File: config.mk
export PLATFORM = sky130hd
export DESIGN_NAME = tla_top
export DESIGN_NICKNAME = d
export VERILOG_FILES = /design/src/rtl/tla_pkg.sv /design/src/rtl/tla_cmp_if.sv /design/src/rtl/tla_compare.sv /design/src/rtl/tla_top.sv
export VERILOG_INCLUDE_DIRS = /design/src /design/src/rtl
export SDC_FILE = /design/constraint.sdc
export NUM_CORES = 1
export LEC_CHECK = 0
export BUFFER_PORTS_ARGS = -buffer_cell sky130_fd_sc_hd__buf_4
export CAP_MARGIN = 10
export CORE_AREA = 2 2 137 139
export DETAILED_ROUTE_END_ITERATION = 7
export DIE_AREA = 0 0 139 141
export SLEW_MARGIN = 40
export SYNTH_ARGS = -nofsm -noshare
export SYNTH_HDL_FRONTEND = slang
export SYNTH_SLANG_ARGS = --single-unit
File: constraint.sdc
create_clock -name clk_i -period 4.9 [get_ports clk_i]
set_input_delay 0.98 -clock clk_i [delete_from_list [all_inputs] [get_ports clk_i]]
set_output_delay 0.98 -clock clk_i [all_outputs]
set_load 0.02 [all_outputs]
File: src/rtl/tla_regs.svh
// register offsets, field positions, reset values and timing constants
`ifndef TLA_REGS_SVH
`define TLA_REGS_SVH
`define TLA_OFS_TEMP_HI 8'h00
`define TLA_OFS_FLAGS 8'h01
`define TLA_OFS_TEMP_LO 8'h02
`define TLA_OFS_SETUP 8'h03
`define TLA_OFS_RATE 8'h04
`define TLA_OFS_UPHI 8'h05
`define TLA_OFS_UPLO 8'h06
`define TLA_OFS_LOHI 8'h07
`define TLA_OFS_LOLO 8'h08
`define TLA_OFS_ONESHOT 8'h0f
`define TLA_OFS_OTLIM 8'h20
`define TLA_OFS_OTHYS 8'h21
`define TLA_OFS_TMO 8'h22
`define TLA_OFS_PART 8'hfd
`define TLA_OFS_MAKER 8'hfe
`define TLA_OFS_REV 8'hff
`define TLA_RST_ZERO 8'h00
`define TLA_RST_RATE 8'h04
`define TLA_RST_UPHI 8'h55
`define TLA_RST_OTLIM 8'h55
`define TLA_RST_OTHYS 8'h0a
`define TLA_RST_TMO 8'h01
`define TLA_SETUP_MASK 7
`define TLA_SETUP_STBY 6
`define TLA_SETUP_T2 5
`define TLA_FLAG_BUSY 7
`define TLA_FLAG_ABOVE 6
`define TLA_FLAG_BELOW 5
`define TLA_FLAG_OT 0
`define TLA_TMO_EN 7
`define TLA_RATE_MAX 4'h9
`define TLA_CLK_NS 5
`define TLA_RATE_TICK_NS 31250000
`endif

File: src/rtl/tla_pkg.sv
// shared types of the temperature limit and alert block
package tla_pkg;
  typedef enum logic [1:0] {
    TLA_IDLE = 2'b00,
    TLA_WAIT = 2'b01,
    TLA_CONV = 2'b10
  } tla_state_t;
  typedef logic [9:0] tla_temp_t;
  typedef logic [7:0] tla_byte_t;
endpackage

File: src/rtl/tla_cmp_if.sv
// limits and stored temperature to the comparator, conditions back
`timescale 1ns/1ps
interface tla_cmp_if;
  import tla_pkg::*;
  tla_temp_t temp;
  tla_temp_t hi_lim;
  tla_temp_t lo_lim;
  tla_byte_t ot_lim;
  tla_byte_t hyst;
  logic above;
  logic below;
  logic t2_release;
  logic ot_above;
  logic ot_release;
  modport cmp (input temp, hi_lim, lo_lim, ot_lim, hyst,
    output above, below, t2_release, ot_above, ot_release);
  modport ctl (output temp, hi_lim, lo_lim, ot_lim, hyst,
    input above, below, t2_release, ot_above, ot_release);
endinterface

File: src/rtl/tla_compare.sv
// signed window, thermostat and hysteresis comparisons
`timescale 1ns/1ps
module tla_compare
  import tla_pkg::*;
(
  tla_cmp_if.cmp c
);
  logic signed [11:0] t2_thr;
  logic signed [8:0] ot_thr;

  // hysteresis is in whole degrees, so shift it onto the quarter-degree scale
  assign t2_thr = $signed({{2{c.hi_lim[9]}}, c.hi_lim})
    - $signed({{2{c.hyst[7]}}, c.hyst, 2'b00});
  assign ot_thr = $signed({c.ot_lim[7], c.ot_lim})
    - $signed({c.hyst[7], c.hyst});

  // window: at or below low limit, strictly above high limit
  assign c.above = $signed(c.temp) > $signed(c.hi_lim);
  assign c.below = $signed(c.temp) <= $signed(c.lo_lim);
  assign c.t2_release = $signed({{2{c.temp[9]}}, c.temp}) < t2_thr;
  // over-temperature limit is compared with the integer-degree byte only
  assign c.ot_above = $signed(c.temp[9:2]) > $signed(c.ot_lim);
  assign c.ot_release = $signed({c.temp[9], c.temp[9:2]}) < ot_thr;
endmodule

File: src/rtl/tla_top.sv
// register file, conversion sequencing and alert outputs of the sensor
`timescale 1ns/1ps
`include "tla_regs.svh"

// Notes on behaviour
// - alert on temp at/below low or above high
// - alert response releases only when condition cleared
// - mask blocks alert except in thermostat mode
// - thermostat mode: set above high, hysteresis release
// - overtemp output above limit, never masked
// - overtemp holds until below limit minus hysteresis
// - standby stops conversions, registers stay accessible
// - standby accepts a single measurement request
// - limit rewrites re-evaluate stored temperature
// - register map at documented byte addresses
// - unassigned reads zero, writes ignored
// - reset loads every default value
// - high byte read freezes low byte
// - status read-only, busy bit, reserved bits
// - high and low flags drive unmasked alert
// - status bit 0 flags over-temperature
// - status read clears only vanished conditions
// - setup bits: mask, standby, thermostat mode
// - one-shot ignored in run, single run in standby
module tla_top
  import tla_pkg::*;
#(
  parameter int unsigned RATE_TICK_CYC = `TLA_RATE_TICK_NS / `TLA_CLK_NS,
  parameter logic [7:0] PART_ID = 8'h5a, // arbitrary value
  parameter logic [7:0] MAKER_ID = 8'ha5, // arbitrary value
  parameter logic [7:0] REV_ID = 8'h01 // arbitrary value
) (
  input wire logic clk_i,
  input wire logic srst_i,
  input wire logic [7:0] reg_addr_i,
  input wire logic reg_wr_i,
  input wire logic [7:0] reg_wdata_i,
  input wire logic reg_rd_i,
  output logic [7:0] reg_rdata_o,
  input wire logic ara_i,
  output logic ara_ack_o,
  output logic adc_en_o,
  output logic conv_req_o,
  input wire logic adc_done_i,
  input wire logic [9:0] adc_temp_i,
  input wire logic limit_alert_in_i,
  output logic limit_alert_out_o,
  output logic limit_alert_oe_n_o,
  input wire logic overtemp_in_i,
  output logic overtemp_out_o,
  output logic overtemp_oe_n_o,
  output logic smb_timeout_en_o
);
  if (RATE_TICK_CYC < 1) begin : g_chk
    $error("RATE_TICK_CYC must be at least one");
  end

  tla_cmp_if cmp ();
  tla_state_t state_r;
  tla_state_t state_nxt;
  tla_byte_t setup_r;
  tla_byte_t rate_r;
  tla_byte_t uphi_r;
  logic [1:0] uplo_r;
  tla_byte_t lohi_r;
  logic [1:0] lolo_r;
  tla_byte_t otlim_r;
  tla_byte_t othys_r;
  tla_byte_t tmo_r;
  tla_byte_t temp_hi_r;
  logic [1:0] lo_live_r;
  logic [1:0] lo_vis_r;
  logic lock_r;
  logic above_flag_r;
  logic below_flag_r;
  logic overtemp_flag_r;
  logic [31:0] tick_cnt_r;
  logic [9:0] tick_num_r;
  logic [9:0] tick_lim;
  logic [3:0] rate_code;
  logic standby;
  logic t2_mode;
  logic wr_setup;
  logic oneshot_wr;
  logic rd_flags;
  logic rd_hi;
  logic rd_lo;
  logic interval_done;
  logic alert_cause;
  logic alert_clear_ok;
  tla_byte_t rd_nxt;
  tla_byte_t flags_view;

  // decoded setup bits and register access strobes
  assign standby = setup_r[`TLA_SETUP_STBY];
  assign t2_mode = setup_r[`TLA_SETUP_T2];
  assign wr_setup = reg_wr_i && (reg_addr_i == `TLA_OFS_SETUP);
  assign oneshot_wr = reg_wr_i && (reg_addr_i == `TLA_OFS_ONESHOT);
  assign rd_flags = reg_rd_i && (reg_addr_i == `TLA_OFS_FLAGS);
  assign rd_hi = reg_rd_i && (reg_addr_i == `TLA_OFS_TEMP_HI);
  assign rd_lo = reg_rd_i && (reg_addr_i == `TLA_OFS_TEMP_LO);

  // limits feed the comparator straight from the registers, so any rewrite
  // re-evaluates the last stored temperature at once, in any mode
  assign cmp.temp = {temp_hi_r, lo_live_r};
  assign cmp.hi_lim = {uphi_r, uplo_r};
  assign cmp.lo_lim = {lohi_r, lolo_r};
  assign cmp.ot_lim = otlim_r;
  assign cmp.hyst = othys_r;

  tla_compare u_cmp (
    .c (cmp.cmp)
  );

  // writable registers; unassigned and read-only offsets ignore writes
  always_ff @(posedge clk_i) begin
    if (srst_i) begin
      setup_r <= `TLA_RST_ZERO;
      rate_r <= `TLA_RST_RATE;
      uphi_r <= `TLA_RST_UPHI;
      uplo_r <= 2'b00;
      lohi_r <= `TLA_RST_ZERO;
      lolo_r <= 2'b00;
      otlim_r <= `TLA_RST_OTLIM;
      othys_r <= `TLA_RST_OTHYS;
      tmo_r <= `TLA_RST_TMO;
    end else if (reg_wr_i) begin
      unique case (reg_addr_i)
        `TLA_OFS_SETUP: setup_r <= {reg_wdata_i[7:5], 5'h00};
        `TLA_OFS_RATE: rate_r <= reg_wdata_i;
        `TLA_OFS_UPHI: uphi_r <= reg_wdata_i;
        `TLA_OFS_UPLO: uplo_r <= reg_wdata_i[7:6];
        `TLA_OFS_LOHI: lohi_r <= reg_wdata_i;
        `TLA_OFS_LOLO: lolo_r <= reg_wdata_i[7:6];
        `TLA_OFS_OTLIM: otlim_r <= reg_wdata_i;
        `TLA_OFS_OTHYS: othys_r <= reg_wdata_i;
        `TLA_OFS_TMO: tmo_r <= reg_wdata_i;
        default: ;
      endcase
    end
  end

  // interval between run-mode conversions: 2^(9-code) ticks of 1/32 s;
  // reserved codes run at the fastest documented rate
  assign rate_code = (rate_r > {4'h0, `TLA_RATE_MAX}) ? `TLA_RATE_MAX : rate_r[3:0];
  assign tick_lim = 10'h001 << (`TLA_RATE_MAX - rate_code);
  assign interval_done = (tick_num_r == tick_lim - 10'h001)
    && (tick_cnt_r == RATE_TICK_CYC - 1);

  // tick counters run only while waiting between conversions
  always_ff @(posedge clk_i) begin
    if (srst_i || state_r != TLA_WAIT) begin
      tick_cnt_r <= 32'h0000_0000;
      tick_num_r <= 10'h000;
    end else if (tick_cnt_r == RATE_TICK_CYC - 1) begin
      tick_cnt_r <= 32'h0000_0000;
      tick_num_r <= tick_num_r + 10'h001;
    end else begin
      tick_cnt_r <= tick_cnt_r + 32'h0000_0001;
    end
  end

  // conversion sequencer; a conversion in flight finishes even if
  // standby is set meanwhile, so the stored temperature stays whole
  always_comb begin
    state_nxt = state_r;
    unique case (state_r)
      TLA_IDLE: begin
        if (!standby) begin
          state_nxt = TLA_CONV;
        end else if (oneshot_wr) begin
          state_nxt = TLA_CONV;
        end
      end
      TLA_WAIT: begin
        if (standby) begin
          state_nxt = TLA_IDLE;
        end else if (interval_done) begin
          state_nxt = TLA_CONV;
        end
      end
      TLA_CONV: begin
        if (adc_done_i) begin
          state_nxt = standby ? TLA_IDLE : TLA_WAIT;
        end
      end
      default: state_nxt = TLA_IDLE;
    endcase
  end

  // state register; one-shot writes in run mode fall through unused
  always_ff @(posedge clk_i) begin
    if (srst_i) begin
      state_r <= TLA_IDLE;
    end else begin
      state_r <= state_nxt;
    end
  end

  // request pulse to the converter and its power enable
  always_ff @(posedge clk_i) begin
    if (srst_i) begin
      conv_req_o <= 1'b0;
      adc_en_o <= 1'b0;
    end else begin
      conv_req_o <= (state_r != TLA_CONV) && (state_nxt == TLA_CONV);
      adc_en_o <= !standby || (state_nxt == TLA_CONV);
    end
  end

  // measured temperature capture
  always_ff @(posedge clk_i) begin
    if (srst_i) begin
      temp_hi_r <= `TLA_RST_ZERO;
      lo_live_r <= 2'b00;
    end else if (state_r == TLA_CONV && adc_done_i) begin
      temp_hi_r <= adc_temp_i[9:2];
      lo_live_r <= adc_temp_i[1:0];
    end
  end

  // read interlock: a high-byte read freezes the visible low byte until
  // the low byte is read; a low read with no high read pending returns the live bits
  always_ff @(posedge clk_i) begin
    if (srst_i) begin
      lock_r <= 1'b0;
      lo_vis_r <= 2'b00;
    end else if (rd_hi) begin
      lock_r <= 1'b1;
      lo_vis_r <= lo_live_r;
    end else if (rd_lo) begin
      lock_r <= 1'b0;
    end else if (!lock_r) begin
      lo_vis_r <= lo_live_r;
    end
  end

  // status flags: a live condition always wins over a clearing read
  always_ff @(posedge clk_i) begin
    if (srst_i) begin
      above_flag_r <= 1'b0;
      below_flag_r <= 1'b0;
      overtemp_flag_r <= 1'b0;
    end else begin
      if (cmp.above) begin
        above_flag_r <= 1'b1;
      end else if (rd_flags) begin
        above_flag_r <= 1'b0;
      end
      if (cmp.below) begin
        below_flag_r <= 1'b1;
      end else if (rd_flags) begin
        below_flag_r <= 1'b0;
      end
      if (cmp.ot_above) begin
        overtemp_flag_r <= 1'b1;
      end else if (rd_flags) begin
        overtemp_flag_r <= 1'b0;
      end
    end
  end

  // alert cause and release condition for the maskable alert mode
  assign alert_cause = (above_flag_r || below_flag_r)
    && !setup_r[`TLA_SETUP_MASK];
  assign alert_clear_ok = !above_flag_r && !below_flag_r
    && !cmp.above && !cmp.below;

  // limit alert pin, held as its active-low enable; mask ignored in
  // thermostat mode, latched until an alert response in alert mode
  always_ff @(posedge clk_i) begin
    if (srst_i) begin
      limit_alert_oe_n_o <= 1'b1;
    end else if (t2_mode) begin
      if (cmp.above) begin
        limit_alert_oe_n_o <= 1'b0;
      end else if (cmp.t2_release) begin
        limit_alert_oe_n_o <= 1'b1;
      end
    end else if (alert_cause) begin
      limit_alert_oe_n_o <= 1'b0;
    end else if (ara_i && alert_clear_ok) begin
      limit_alert_oe_n_o <= 1'b1;
    end
  end

  // alert response: answered in alert mode only, while this device holds the alert line
  always_ff @(posedge clk_i) begin
    if (srst_i) begin
      ara_ack_o <= 1'b0;
    end else begin
      ara_ack_o <= ara_i && !t2_mode && !limit_alert_oe_n_o;
    end
  end

  // over-temperature pin, no mask, hysteresis release
  always_ff @(posedge clk_i) begin
    if (srst_i) begin
      overtemp_oe_n_o <= 1'b1;
    end else if (cmp.ot_above) begin
      overtemp_oe_n_o <= 1'b0;
    end else if (cmp.ot_release) begin
      overtemp_oe_n_o <= 1'b1;
    end
  end

  // open-drain data levels are always low; only the enables move
  always_ff @(posedge clk_i) begin
    if (srst_i) begin
      limit_alert_out_o <= 1'b0;
      overtemp_out_o <= 1'b0;
      smb_timeout_en_o <= 1'b0;
    end else begin
      limit_alert_out_o <= 1'b0;
      overtemp_out_o <= 1'b0;
      smb_timeout_en_o <= tmo_r[`TLA_TMO_EN];
    end
  end

  // status view: busy, window flags, over-temperature, reserved zero
  always_comb begin
    flags_view = 8'h00;
    flags_view[`TLA_FLAG_BUSY] = (state_r == TLA_CONV);
    flags_view[`TLA_FLAG_ABOVE] = above_flag_r;
    flags_view[`TLA_FLAG_BELOW] = below_flag_r;
    flags_view[`TLA_FLAG_OT] = overtemp_flag_r;
  end

  // read decode; write-only and unassigned offsets return zero
  always_comb begin
    unique case (reg_addr_i)
      `TLA_OFS_TEMP_HI: rd_nxt = temp_hi_r;
      `TLA_OFS_FLAGS: rd_nxt = flags_view;
      `TLA_OFS_TEMP_LO: rd_nxt = {lock_r ? lo_vis_r : lo_live_r, 6'h00};
      `TLA_OFS_SETUP: rd_nxt = setup_r;
      `TLA_OFS_RATE: rd_nxt = rate_r;
      `TLA_OFS_UPHI: rd_nxt = uphi_r;
      `TLA_OFS_UPLO: rd_nxt = {uplo_r, 6'h00};
      `TLA_OFS_LOHI: rd_nxt = lohi_r;
      `TLA_OFS_LOLO: rd_nxt = {lolo_r, 6'h00};
      `TLA_OFS_OTLIM: rd_nxt = otlim_r;
      `TLA_OFS_OTHYS: rd_nxt = othys_r;
      `TLA_OFS_TMO: rd_nxt = tmo_r;
      `TLA_OFS_PART: rd_nxt = PART_ID;
      `TLA_OFS_MAKER: rd_nxt = MAKER_ID;
      `TLA_OFS_REV: rd_nxt = REV_ID;
      default: rd_nxt = 8'h00;
    endcase
  end

  // read data is registered; it holds until the next read
  always_ff @(posedge clk_i) begin
    if (srst_i) begin
      reg_rdata_o <= 8'h00;
    end else if (reg_rd_i) begin
      reg_rdata_o <= rd_nxt;
    end
  end
endmodule

==> results.md, run 1 <==
Run status:
- The flow ran to the end, but the final reports show violations.
- The final reports fail on design-rule violations.

Floorplanning:
- In this run the horizontal extent of the chip is 139 µm.
- The die covers 19600 µm².
- The boundary pin count is 50.
- The area inside the core boundary is 18300 µm².
- In this run the core area contains 50 standard-cell rows.
- For this configuration, the core starts out at a cell density of 0.432.
- The die height is 141 µm.

Clocking:
- The number of buffers created by CTS is 17.
- The clock passes through at most 2 buffers.
- Clock tree synthesis found a total of 129 sinks.
- For this design, the CTS-stage hold fixing added 0 buffers.
- The count of buffers added by post-CTS timing repair for setup is 0.
- Clock-pin slew was measured on the worst setup and hold paths at 0.06 ns.
- The clock latency of the later-clocked register in the worst-skew pair is 0.42 ns.
- The CTS tree is yes.
- The number of gates resized after CTS is 0.
- CTS built an H-tree with a depth of 4.
- The root buffer cell chosen for the clock tree is sky130_fd_sc_hd__clkbuf_16.

Timing:
- The peak clock frequency supported by timing is 252 MHz.
- The number of hold violations in the final report was 0.
- In this run the tightest slew margin relative to its limit is 0.440.
- The pin slew with the least headroom to its limit is around 0.84 ns.
- The time the final worst path needs with I/O delays and setup is 3.97 ns.
- Setup violations remaining at the end of the flow were counted as 0.
- The worst clock skew is 0.00676 ns.
- The share of the clock period used by the worst path after layout is 0.810.
- Adding up every negative setup slack in the final design gives 0 ns.
- The tightest hold margin is 0.453 ns.
- Setup repair after global routing left no endpoint under its margin.
- The least setup slack across all paths after layout is ~0.93 ns.
- The number of pins with negative max-slew slack in the final report is 0.

Route:
- The via-per-instance ratio is 5.62.
- The detailed-routing iteration count for the pre-antenna-repair pass is 8.
- The final route contains 7124 vias.
- The met2 wirelength from detailed routing is 9.59 mm.
- The number of antenna-violating nets in the routed design is 0.
- The total length of routed met3 wires is 1.26 mm.
- After detailed routing, the wire length on met1 is 10.6 mm.
- In this run, the number of DRC markers left after iteration 0 of detailed routing was 641.
- The wire length reported by the detailed router is 21.7 mm.
- The number of design rule violations left after detail routing is 13.
- In the final routed layout, each cell accounts on average for 17.1 µm.
- Signal routing reaches up to met4.

Pwr:
- In this run the static leakage power is 3.51 nW.
- Of the total power, the clock network draws 0.506.
- Of the total power, the share spent switching nets is 0.229.
- Of the total power, combinational logic draws 0.072.
- In this run the power density over the cells is 287 nW/µm².
- Summed over all nets, the switching power comes to 0.591 mW.
- The sequential power share is 0.421.
- The internal power is around 2.0 mW.
- The largest vdd supply drop is approximately 230 µV.

Placement:
- The congestion estimate from routability-driven global placement came to 0.845.
- Buffers placed on the I/O ports in this run total between 40 and 50.
- Prior to clock tree synthesis, the placed netlist has a worst setup slack of 0.947 ns.
- Once detailed placement completed, the half-perimeter wirelength came to 15.6 mm.

Critical path:
- The startpoint identified for the worst register-to-register timing path is rate_r[4]$_SDFFE_PP0P_.
- The highest fanout seen on the critical path is 13.
- The capture instance of the worst register-to-register path is state_r[0]$_SDFF_PP0_.
- The largest incremental delay on the critical path is between 0.5 and 0.6 ns.
- The kind of capture point of the worst setup path is a flip-flop.
- For the worst setup path, the data required time is 5.22 ns.
- Setup slack on the worst reg-to-reg path comes out at approximately 0.93 ns.
- The signal on the critical path passes through nor4_4, buf_4, and2b_4, nand2_1, ha_1, a22o_1, a22oi_1, ha_1, inv_1, a31oi_1, xor2_1, xnor2_1, or4_4, a2111oi_4, a21oi_1, o211a_1.
- The cell depth of the worst flop-to-flop path is 16.
- STA puts the critical path data arrival time at 4.28 ns.
- The cell repeated most along the worst path is sky130_fd_sc_hd__ha_1.
- The setup path with the least slack is of type flip-flop to flip-flop.
- The cell with the largest stage delay on the worst path is sky130_fd_sc_hd__or4_4.
- STA classifies the critical path startpoint as a flip-flop.

Min path:
- The terminating pin of the worst hold path is cmp.hyst[2]$_SDFFE_PP0P_.
- The worst hold path passes through 2 cells.
- The worst min-delay path class is flip-flop to flip-flop.
- The startpoint identified for the worst hold timing path is cmp.hyst[2]$_SDFFE_PP0P_.

GRT:
- The via count of the first global-routing pass is 6524.
- In the global route stage, overall resource usage came out at 0.227.
- The first global-routing pass estimated 35.2 mm of wire.
- The largest net degree at the start of global routing is 74.
- The final global-route overflow total is 0.
- The initial antenna violation count is 0.

Synth:
- The number of enable flip-flop cells after synthesis is 0.
- The portion of synthesized cell area occupied by the leading cell type is 0.327.
- The proportion of register bits with asynchronous set or reset after synthesis is 0.
- For this run, the register share of the synthesized area comes to 0.327.
- Yosys printed 0 warnings.
- The post-synthesis sequential element count is 129.
- The synthesized instance count is ~1000.
- The per-instance average area after synthesis is 7.91 µm².
- The cell area after technology mapping is 7900 µm².
- The most instantiated flip-flop cell in the synthesis netlist is sky130_fd_sc_hd__dfxtp_1.
- The cell accounting for the most synthesized area is sky130_fd_sc_hd__dfxtp_1.
- The synthesized netlist contains 65 unique library cells.
- In the post-synthesis netlist, the biggest area contributors are sky130_fd_sc_hd__dfxtp_1, sky130_fd_sc_hd__ha_1, sky130_fd_sc_hd__nand2_1, sky130_fd_sc_hd__a21oi_1, sky130_fd_sc_hd__nor2_1.

Final layout:
- The utilization after layout is 0.492.
- The fraction of layout cells with a size suffix above 1 is 0.0939.
- The synthesis-to-finish area growth is 13.7%.
- The count of inserted antenna diode cells is 0.
- In the final design database the tool counted 1122 nets.

Run:
- Max-cap violations in this run came to 0.
[metrics by stage]
step | power, mW | std cells | instance area, µm²
5_1_grt | 2.66 | 1267 | 8980
2_1_floorplan | 1.21 | 1000 | 7900
6_report | 2.58 | 1267 | 8980
3_3_place_gp | 1.29 | 1236 | 8370
4_1_cts | 2.59 | 1267 | 8980
3_5_place_dp | 1.29 | 1236 | 8380
[cell usage after synthesis, drive strengths merged (15+ instances only)]
cell,n
nor2,96
o21ai,44
xor2,28
a21oi,81
nand3,45
nand2,141
nand4,24
dfxtp,129
nor2b,19
ha,65
o21a,15
mux2i,15
inv,56
clkbuf,39
xnor2,24
[state kept, by name (all words and copies together), names as in the netlist, 2 cells and up]
signal	count
tick_num_r	10
tmo_r	8
lolo_r	2
lohi_r	8
cmp.ot_lim	8
reg_rdata_o	8
uplo_r	2
tick_cnt_r	32
uphi_r	8
state_r	2
lo_vis_r	2
setup_r	3
temp_hi_r	8
cmp.hyst	8
rate_r	8
lo_live_r	2
[critical path: cells and delay by family, from the launching register on]
family / cells / cell delay, ns
flops: 1 / 0.35
compound gates: 6 / 1.26
buf+inv: 2 / 0.28
fa+ha+maj: 2 / 0.62
simple gates: 4 / 1.08
xor+xnor: 2 / 0.26
[area by class of cell]
type / instances / area [µm²]
Multi-Input combinational cell: 768 / 4930
Sequential cell: 129 / 2580
Timing Repair Buffer: 49 / 368
Fill cell: 1785 / 9290
Tap cell: 234 / 293
Clock inverter: 5 / 100
Inverter: 56 / 210
Clock buffer: 26 / 499
[layout by cell type, fill, tap and decap left out, types with 24 or more instances in the layout]
| master | Yosys | routed |
|---|---|---|
| sky130_fd_sc_hd__inv_1 | 56 | 56 |
| sky130_fd_sc_hd__o21ai_0 | 44 | 44 |
| sky130_fd_sc_hd__buf_4 | 3 | 49 |
| sky130_fd_sc_hd__ha_1 | 65 | 65 |
| sky130_fd_sc_hd__nor2_1 | 96 | 95 |
| sky130_fd_sc_hd__nand4_1 | 24 | 24 |
| sky130_fd_sc_hd__a21oi_1 | 81 | 81 |
| sky130_fd_sc_hd__nand2_1 | 141 | 141 |
| sky130_fd_sc_hd__nand3_1 | 44 | 44 |
| sky130_fd_sc_hd__xnor2_1 | 24 | 24 |
| sky130_fd_sc_hd__xor2_1 | 28 | 28 |
| sky130_fd_sc_hd__dfxtp_1 | 129 | 129 |
[layer usage]
metal / vias to the layer above / track usage
met2: 181 / 0.350
li1: 3555 / -
met5: - / 0
met4: 0 / 0.0606
met1: 3366 / 0.324
met3: 22 / 0.0448
[power by group through the flow]
stage,Sequential (mW),Clock [mW],Combinational [mW]
after floorplan,1.10,0,0.113
after global placement,1.11,0,0.182
after detailed placement,1.11,0,0.185
after CTS,1.08,1.32,0.186
after global routing,1.09,1.37,0.208
final,1.09,1.30,0.187
[worst max path at each step]
stage | start | endpoint | cells after the start
after floorplan | rate_r[4]$_SDFFE_PP0P_ | state_r[0]$_SDFF_PP0_ | 16
after global placement | rate_r[4]$_SDFFE_PP0P_ | state_r[0]$_SDFF_PP0_ | 16
after detailed placement | rate_r[4]$_SDFFE_PP0P_ | state_r[0]$_SDFF_PP0_ | 16
after CTS | rate_r[4]$_SDFFE_PP0P_ | state_r[0]$_SDFF_PP0_ | 16
after global routing | rate_r[4]$_SDFFE_PP0P_ | state_r[0]$_SDFF_PP0_ | 16
final | rate_r[4]$_SDFFE_PP0P_ | state_r[0]$_SDFF_PP0_ | 16
[cells by family (layout without fill, tap and decap cells)]
| family | Yosys count | after routing | share of synthesized area |
|---|---|---|---|
| flip-flops | 129 | 129 | 0.327 |
| multiplexers | 21 | 21 | 0.0290 |
| buffers and inverters | 103 | 136 | 0.0510 |
| XOR/XNOR | 52 | 52 | 0.0577 |
| AND/OR/NAND/NOR | 402 | 402 | 0.247 |
| AO/OA/AOI/OAI | 224 | 224 | 0.180 |
| adder cells (fa/ha/maj) | 67 | 67 | 0.108 |
| other | 1 | 2 | 0.000475 |
Power figures use the tool's default switching activity.
==> inputs of run 2 (changes only) <==
--- a/config.mk
+++ b/config.mk
@@ -6,11 +6,12 @@
 export SDC_FILE = /design/constraint.sdc
 export NUM_CORES = 1
 export LEC_CHECK = 0
+export ABC_AREA = 1
 export BUFFER_PORTS_ARGS = -buffer_cell sky130_fd_sc_hd__buf_4
 export CAP_MARGIN = 10
-export CORE_AREA = 2 2 137 139
+export CORE_AREA = 2 2 139 141
 export DETAILED_ROUTE_END_ITERATION = 7
-export DIE_AREA = 0 0 139 141
+export DIE_AREA = 0 0 141 143
 export SLEW_MARGIN = 40
 export SYNTH_ARGS = -nofsm -noshare
 export SYNTH_HDL_FRONTEND = slang
==> constraint.sdc (replaced) <==
create_clock -name clk_i -period 3.6 [get_ports clk_i]
set_input_delay 0.72 -clock clk_i [delete_from_list [all_inputs] [get_ports clk_i]]
set_output_delay 0.72 -clock clk_i [all_outputs]
set_load 0.02 [all_outputs]
==> results.md, run 2 <==
Placement:
- During placement, the flow inserted port buffers numbering 45.
- The total instance count after detailed placement is between 1000 and 1500.
- The HPWL after detailed placement is 17.5 mm.
- At the end of routability-driven placement, the weighted congestion stood at 0.915.
- The pre-CTS setup slack is around 0.4 ns.
- In this run the cell area measured after placement is 8680 µm².

Timing:
- The worst-case headroom to the max-slew limit is 0.513.
- The time the final worst path needs with I/O delays and setup is 3.22 ns.
- The number of pins with negative max-slew slack in the final report is 0.
- The number of hold violations in the final report came to 0.
- Hold is met by 0.442 ns.
- Setup violations remaining at the end of the flow were counted as 0.
- Setup repair after global routing left no endpoint under its margin.
- The pin slew with the least headroom to its limit is 0.730 ns.
- The least setup slack across all paths after layout is about 0.38 ns.
- The sum of negative setup slack is 0 ns.
- Clock skew on the completed layout was measured at around 0.009 ns.
- The share of the clock period used by the worst path after layout is 0.894.
- Timing would allow up to 311 MHz.

Min path:
- The path class of the tightest hold or removal check is flip-flop to flip-flop.

Clocking:
- After clock tree synthesis, the repair step resized 0 gates.
- The number of buffers created by CTS is 17.
- TritonCTS built the clock tree.
- The buffer depth of the longest clock path is 2.
- The CTS root buffer is sky130_fd_sc_hd__clkbuf_16.
- Clock tree synthesis found a total of approximately 130 sinks.
- Clock-pin slew was measured on the worst setup and hold paths at 0.06 ns.
- The count of buffers added by post-CTS timing repair for setup is 0.
- The number of hold-repair buffers added at the cts stage is 0.
- Clock latency on the worst-skew pair, taken at its later pin, is between 0.4 and 0.5 ns.
- CTS built an H-tree with a depth of 4.

Critical path:
- Together, buffers and inverters on the worst path number 2.
- The cell repeated most along the worst path is sky130_fd_sc_hd__nand2_1.
- STA classifies the critical path startpoint as a flip-flop.
- The launching element of the worst setup path is uphi_r[0]$_SDFFE_PP1P_.
- The cell with the largest stage delay on the worst path is sky130_fd_sc_hd__fa_1.
- On the critical path the largest part of the delay comes from adder cells.
- The worst setup path is captured at a flip-flop.
- The endpoint arrival time on the critical path is 3.50 ns.
- In this run the register-to-register setup slack is 0.38 ns.
- The logic depth of the worst path, buffers included is 19.
- The startpoint identified for the worst register-to-register timing path is uphi_r[0]$_SDFFE_PP1P_.
- The largest incremental delay on the critical path is 0.40 ns.
- The critical setup path kind is flip-flop to flip-flop.
- The critical path data required time is 3.88 ns.
- The number of cells on the worst reg-to-reg path is 19.
- The highest fanout seen on the critical path is 3.
- The capture instance of the worst register-to-register path is limit_alert_oe_n_o$_SDFFE_PP1P_.
- The endpoint of the worst setup timing path is limit_alert_oe_n_o$_SDFFE_PP1P_.
- Walking the worst path, the cells encountered are inv_1, ha_1, inv_1, fa_1, nand3_1, nand2_1, a21oi_1, o21ai_0, nand2_1, a31oi_1, ha_1, nand2_1, nor2_1, nand3_1, o2111ai_1, xnor2_1, nand3_1, nand2_1, o211ai_1.

Pwr:
- Summing internal, switching and leakage power gives approximately 3.6 mW.
- The largest vdd supply drop is between 300 and 400 µV.
- The leakage power is 3.97 nW.
- The power density normalized to cell area is a little under 400 nW/µm².

Route:
- Summed over all layers, the routed wires come to 22.7 mm.
- In the detailed route, the total length drawn on met2 is around 10 mm.
- The highest layer used for signal routing is met4.
- The met1 wire length is 10.6 mm.
- The number of design rule violations left after detail routing is 0.
- The first detailed-routing pass ran for 5 iterations.
- The number of antenna-violating nets in the routed design is 0.
- The via count is 7682.
- Using the TritonRoute via totals, the vias-per-cell ratio works out to 5.30.
- In the final routed layout, each cell accounts on average for 15.6 µm.
- After the first detailed-routing iteration, the DRC count stood at 519.
- After detailed routing, the met3 layer carries roughly 1.1 mm of wire.

Synth:
- The adder-cell share of the synthesized area is 0.105.
- Of all flip-flops after synthesis, the portion carrying an async set or reset was 0.
- Among all flip-flop cells after synthesis, the most frequent one is sky130_fd_sc_hd__dfxtp_1.
- The cell area after technology mapping is 8110 µm².
- In this run, distinct cell masters in the synthesized netlist total 51.
- A synthesized cell averages 7.01 µm².
- The multiplexer share of the synthesized area is 0.
- By count the netlist is led by sky130_fd_sc_hd__nand2_1, sky130_fd_sc_hd__inv_1, sky130_fd_sc_hd__dfxtp_1.
- Sorting the synthesized cells by area gives the leading types as sky130_fd_sc_hd__dfxtp_1, sky130_fd_sc_hd__ha_1, sky130_fd_sc_hd__nand2_1, sky130_fd_sc_hd__inv_1, sky130_fd_sc_hd__a21oi_1.
- The compound-cell area share of the yosys netlist is 0.195.
- The largest total area in the synthesized netlist belongs to sky130_fd_sc_hd__dfxtp_1.
- The portion of synthesized cell area occupied by the leading cell type is 0.318.
- The Yosys step of the flow raised 0 warnings.
- Of the total synthesized cell area, the portion taken by XOR and XNOR cells is 0.0194.
- The post-synthesis sequential element count is 129.
- The number of enable flip-flop cells after synthesis is 0.
- The area share of and/or/nand/nor cells after synthesis is 0.265.
- Counting every instance in the synthesized netlist gives approximately 1200.
- Yosys instantiated no cell more often than sky130_fd_sc_hd__nand2_1.
- The main combinational cell family by area after synthesis is simple AND/OR/NAND/NOR gates.
- The proportion of synthesized chip area in sequential cells is 0.318.

Final layout:
- The synthesis-to-finish area growth is 14.6%.
- The largest registers in the layout are tick_cnt_r (32), tick_num_r (10).
- The summed area of non-filler cells in the final layout is 9290 µm².
- The library cell used most frequently in the layout, excluding fill and tap cells, is sky130_fd_sc_hd__nand2_1.
- The finished layout holds around 1500 standard cells, fillers aside.
- The register with the most flip-flops in the layout has 32 of them.
- The utilization after layout is 0.500.
- The repair_antennas step left the layout with diodes totalling 0.
- The fraction of layout cells with a size suffix above 1 is 0.109.
- In the layout the commonest cells are sky130_fd_sc_hd__nand2_1, sky130_fd_sc_hd__inv_1, sky130_fd_sc_hd__dfxtp_1, sky130_fd_sc_hd__a21oi_1, sky130_fd_sc_hd__nor2_1.
- The count of nets after finishing is 1304.
- More flip-flops sit in one register than any other, and that register is tick_cnt_r.

GRT:
- The final global-route overflow total is 0.
- The largest net degree at the start of global routing is 34.
- For this run, the total global-route usage over all layers was measured as 0.232.
- The first global-routing pass estimated 36.7 mm of wire.
- The via count of the first global-routing pass came to between 7000 and 8000.
- The initial antenna violation count was 0.

Floorplanning:
- The core region is approximately 19000 µm².
- The die footprint is between 20000 and 25000 µm².
- The die span in x is 141 µm.
- The boundary pin count is 50.
- The initial utilization of the core area, before any placement, comes to 0.436.
- The number of placement rows is 50.
- The die height is 143 µm.

Run status:
- The flow ran to the end, and the final reports show no timing, DRC or antenna violations.

Run:
- The reported max-cap violation count is 0.
-- run 2: changes by cell type after synthesis, moves of 14 or more --
cell	before	now
sky130_fd_sc_hd__a21oi_1	81	123
sky130_fd_sc_hd__nor2b_1	19	0
sky130_fd_sc_hd__o21ai_0	44	89
sky130_fd_sc_hd__mux2i_1	15	0
sky130_fd_sc_hd__nand2_1	141	200
sky130_fd_sc_hd__clkbuf_1	39	16
sky130_fd_sc_hd__xnor2_1	24	10
sky130_fd_sc_hd__xor2_1	28	8
sky130_fd_sc_hd__inv_1	56	172
-- run 2: kinds of logic after synthesis --
| logic type | after synthesis |
|---|---|
| and+or+nand+nor | 458 |
| AOI/OAI and AO/OA | 281 |
| buffers and inverters | 202 |
| DFF | 129 |
| adders and majority gates | 67 |
| xor gates and xnor gates | 18 |
| other | 1 |
-- run 2: routing by layer --
layer,up-vias,global-route usage
li1,3992,-
met1,3448,0.304
met2,197,0.380
met3,45,0.0389
met4,0,0.0979
met5,-,0
-- run 2: worst min-delay path by stage --
stage	from	endpoint	depth (start not counted)
2_1_floorplan	tmo_r[7]$_SDFFE_PP0P_	smb_timeout_en_o$_SDFF_PP0_	2
3_3_place_gp	tick_cnt_r[0]$_SDFF_PP0_	tick_cnt_r[0]$_SDFF_PP0_	1
3_5_place_dp	tick_cnt_r[0]$_SDFF_PP0_	tick_cnt_r[0]$_SDFF_PP0_	1
4_1_cts	tick_cnt_r[0]$_SDFF_PP0_	tick_cnt_r[0]$_SDFF_PP0_	1
5_1_grt	limit_alert_oe_n_o$_SDFFE_PP1P_	ara_ack_o$_SDFF_PP0_	1
6_report	tick_cnt_r[0]$_SDFF_PP0_	tick_cnt_r[0]$_SDFF_PP0_	1
-- run 2: layout make-up --
type | instances | area [µm²]
Inverter | 177 | 667
Multi-Input combinational cell | 826 | 4740
Clock inverter | 12 | 158
Clock buffer | 20 | 457
Fill cell | 1889 | 9290
Sequential cell | 129 | 2580
Tap cell | 234 | 293
Timing Repair Buffer | 52 | 390
-- run 2: power by group --
group / total (mW) / switching [mW] / internal (mW)
Sequential: 1.49 / 0.0345 / 1.45
Clock: 1.80 / 0.669 / 1.13
Combinational: 0.342 / 0.213 / 0.129
Total: 3.63 / 0.917 / 2.71
-- run 2: worst register-to-register path, cell delays in order, from the launching register on --
cell                        delay, ns
sky130_fd_sc_hd__dfxtp_1         0.30
sky130_fd_sc_hd__inv_1           0.13
sky130_fd_sc_hd__ha_1            0.17
sky130_fd_sc_hd__inv_1           0.06
sky130_fd_sc_hd__fa_1            0.40
sky130_fd_sc_hd__nand3_1         0.10
sky130_fd_sc_hd__nand2_1         0.09
sky130_fd_sc_hd__a21oi_1         0.21
sky130_fd_sc_hd__o21ai_0         0.17
sky130_fd_sc_hd__nand2_1         0.10
sky130_fd_sc_hd__a31oi_1         0.08
sky130_fd_sc_hd__ha_1            0.32
sky130_fd_sc_hd__nand2_1         0.10
sky130_fd_sc_hd__nor2_1          0.06
sky130_fd_sc_hd__nand3_1         0.08
sky130_fd_sc_hd__o2111ai_1       0.11
sky130_fd_sc_hd__xnor2_1         0.31
sky130_fd_sc_hd__nand3_1         0.11
sky130_fd_sc_hd__nand2_1         0.11
sky130_fd_sc_hd__o211ai_1        0.08
==> inputs of run 3 (changes only) <==
--- a/config.mk
+++ b/config.mk
@@ -12,6 +12,7 @@
 export CORE_AREA = 2 2 139 141
 export DETAILED_ROUTE_END_ITERATION = 7
 export DIE_AREA = 0 0 141 143
+export GPL_TIMING_DRIVEN = 0
 export SLEW_MARGIN = 40
 export SYNTH_ARGS = -nofsm -noshare
 export SYNTH_HDL_FRONTEND = slang
==> results.md, run 3 (synthesis gave the netlist of run 2 again) <==
Floorplanning:
- The die footprint is 20200 µm².
- The area inside the core boundary is 18600 µm².
- The starting density of the core is 0.436.
- In this run the vertical extent of the chip is 143 µm.
- The boundary pin count is 50.
- Measured along the x axis, the die boundary spans 141 µm.
- The floorplan has 50 rows.

Placement:
- The total instance count after detailed placement is between 1000 and 1500.
- In this run the cell area measured after placement is 8720 µm².
- At the placement stage, the worst setup path has a slack of ~0.34 ns.
- Detailed placement ended at an HPWL of ~19 mm.
- At the end of routability-driven placement, the weighted congestion stood at 0.929.
- In this run the tool buffered the top-level ports with 42 buffer cells.

Critical path:
- The critical path goes through inv_1, ha_1, inv_1, fa_1, nand3_1, nand2_1, a21oi_1, o21ai_0, nand2_1, a31oi_1, ha_1, nand2_1, nor2_1, nand2_1, o2111ai_1, xnor2_1, nand3_1, nand2_1, o211ai_1.
- The setup path with the least slack is of type flip-flop to flip-flop.
- On the worst path, the slowest cell contributes a delay of 0.39 ns.
- The cell with the largest stage delay on the worst path is sky130_fd_sc_hd__fa_1.
- The worst setup path is launched from a flip-flop.
- STA puts the critical path data required time at around 3.9 ns.
- The cell repeated most along the worst path is sky130_fd_sc_hd__nand2_1.
- The kind of capture point of the worst setup path is a flip-flop.
- Of all nets on the critical path, the largest fanout is 3.
- At the worst endpoint, the arrival time is 3.53 ns.

Timing:
- Adding up every negative setup slack in the final design gives 0 ns.
- For the final database, setup skew stands at 0.00778 ns.
- Setup violations remaining at the end of the flow were counted as 0.
- Headroom to the max-slew limit came out at 0.493.
- The tightest hold margin is roughly 0.44 ns.
- The time the final worst path needs with I/O delays and setup is 3.26 ns.
- The pin slew with the least headroom to its limit is 0.761 ns.
- Setup repair after global routing left no endpoint under its margin.
- The number of hold violations in the final report is 0.
- Static timing analysis puts the maximum clock frequency at 306 MHz.
- The number of pins with negative max-slew slack in the final report is 0.
- The least setup slack across all paths after layout is 0.337 ns.
- Dividing the final minimum period by the clock period gives 0.906.

GRT:
- The first global-routing pass estimated 38.0 mm of wire.
- The via count of the first global-routing pass is between 7000 and 8000.
- In the global route stage, overall resource usage came out at 0.243.
- The initial antenna violation count is 0.
- Global routing finished with a remaining overflow of 0.
- Entering global routing, the biggest net connects 17 pins.

Route:
- The wire length reported by the detailed router is 24.1 mm.
- The count of routing violations after the opening detailed-route iteration is just under 600.
- The via-per-instance ratio is 5.29.
- After detailed routing, the average wire length per cell comes to 16.4 µm.
- Once detail routing completed, the nets flagged for antenna violations numbered 0.
- Before antenna repair, the detailed router went through 7 iterations.
- The number of design rule violations left after detail routing is 0.
- The via count is 7743.

Final layout:
- The number of flip-flops in the largest register is 32.
- The synthesis-to-finish area growth is 15.4%.
- The count of inserted antenna diode cells is 0.
- Once layout is complete, the utilization of the core stands at 0.504.
- The library cells used most frequently in the layout, excluding fill and tap cells, are sky130_fd_sc_hd__nand2_1, sky130_fd_sc_hd__inv_1, sky130_fd_sc_hd__dfxtp_1, sky130_fd_sc_hd__a21oi_1, sky130_fd_sc_hd__nor2_1.
- The finished layout holds 1465 standard cells, fillers aside.
- Summing all non-filler instances in the final layout gives an area of 9360 µm².
- Of the cells placed in the final design, the portion with a size suffix greater than 1 is 0.106.
- The filler cells instantiated in the layout total 1866.
- The library cell used most frequently in the layout, excluding fill and tap cells, is sky130_fd_sc_hd__nand2_1.
- In the final layout, the registers with the most flip-flops are tick_cnt_r (32), tick_num_r (10).
- The register bank with the most flops is tick_cnt_r.
- After the last flow step, the layout net total stands at 1319.

Run status:
- The flow ran to the end, and the final reports show no timing, DRC or antenna violations.

Clocking:
- The count of buffers added by post-CTS timing repair for setup is 0.
- The number of gates resized after CTS is 0.
- At the later pin of the worst-skew pair, clock insertion delay measures 0.42 ns.
- The number of buffers created by CTS is 17.
- The number of hold buffers added after CTS was 0.
- In this run the deepest clock path goes through 2 buffers.
- Clock-pin slew was measured on the worst setup and hold paths at 0.06 ns.
- The clock net in this run drives a total of between 100 and 150 sinks.
- TritonCTS built the clock tree.
- The cell sitting at the root of the clock tree is a sky130_fd_sc_hd__clkbuf_16.
- The H-tree generated during clock tree synthesis spans 4 levels.

Run:
- Max-cap violations in this run came to 0.

Pwr:
- The design draws 3.73 mW.
- The analysis attributes to cell leakage a power of 4.00 nW.
- The largest vdd supply drop is 371 µV.
- Power spread over the standard cell area amounts to 399 nW/µm².

Min path:
- The worst min-delay path class is flip-flop to flip-flop.
-- run 3: changes by cell type in the layout (fill, tap and decap cells not counted), moves of 2 or more --
cell                       change
sky130_fd_sc_hd__buf_2         +2
sky130_fd_sc_hd__buf_4         -6
sky130_fd_sc_hd__clkbuf_1     +16
sky130_fd_sc_hd__buf_1         +2
-- run 3: power by group --
part           internal (mW)  total [mW]  switching [mW]
combinational          0.130       0.350           0.220
clock                   1.20        1.89           0.692
sequential              1.45        1.49          0.0358
total                   2.79        3.73           0.949
-- run 3: worst max-delay path: cells and delay by family (launching register included) --
family / cells / cell delay (ns)
adders and majority gates: 3 / 0.91
and+or+nand+nor: 8 / 0.69
AOI/OAI and AO/OA: 5 / 0.67
buffers and inverters: 2 / 0.23
DFF: 1 / 0.30
xor gates and xnor gates: 1 / 0.31
-- run 3: layer usage --
metal	vias to the layer above	GRT usage	part of all wire
met3	41	0.0503	0.058
met1	3472	0.314	0.46
li1	4033	-	-
met2	197	0.403	0.46
met5	-	0	0
met4	0	0.0884	0.029
-- run 3: layout make-up --
type | instances | area (µm²) | area share
plain buffers | 25 | 119 | 0.0127
clock buffers | 20 | 457 | 0.0488
clock inverters | 12 | 180 | 0.0192
inverters | 177 | 667 | 0.0712
multi-input cells | 826 | 4750 | 0.507
flip-flops and latches | 129 | 2580 | 0.276
well taps | 234 | 293 | 0.0313
repair buffers | 42 | 315 | 0.0337
-- run 3: worst paths after layout --
path                            start                               to  slack (ns)  cells past startpoint
min reg2reg  tick_cnt_r[0]$_SDFF_PP0_         tick_cnt_r[0]$_SDFF_PP0_        0.44                      1
min          tick_cnt_r[0]$_SDFF_PP0_         tick_cnt_r[0]$_SDFF_PP0_        0.44                      1
max            uphi_r[0]$_SDFFE_PP1P_  limit_alert_oe_n_o$_SDFFE_PP1P_        0.34                     19
max reg2reg    uphi_r[0]$_SDFFE_PP1P_  limit_alert_oe_n_o$_SDFFE_PP1P_        0.34                     19
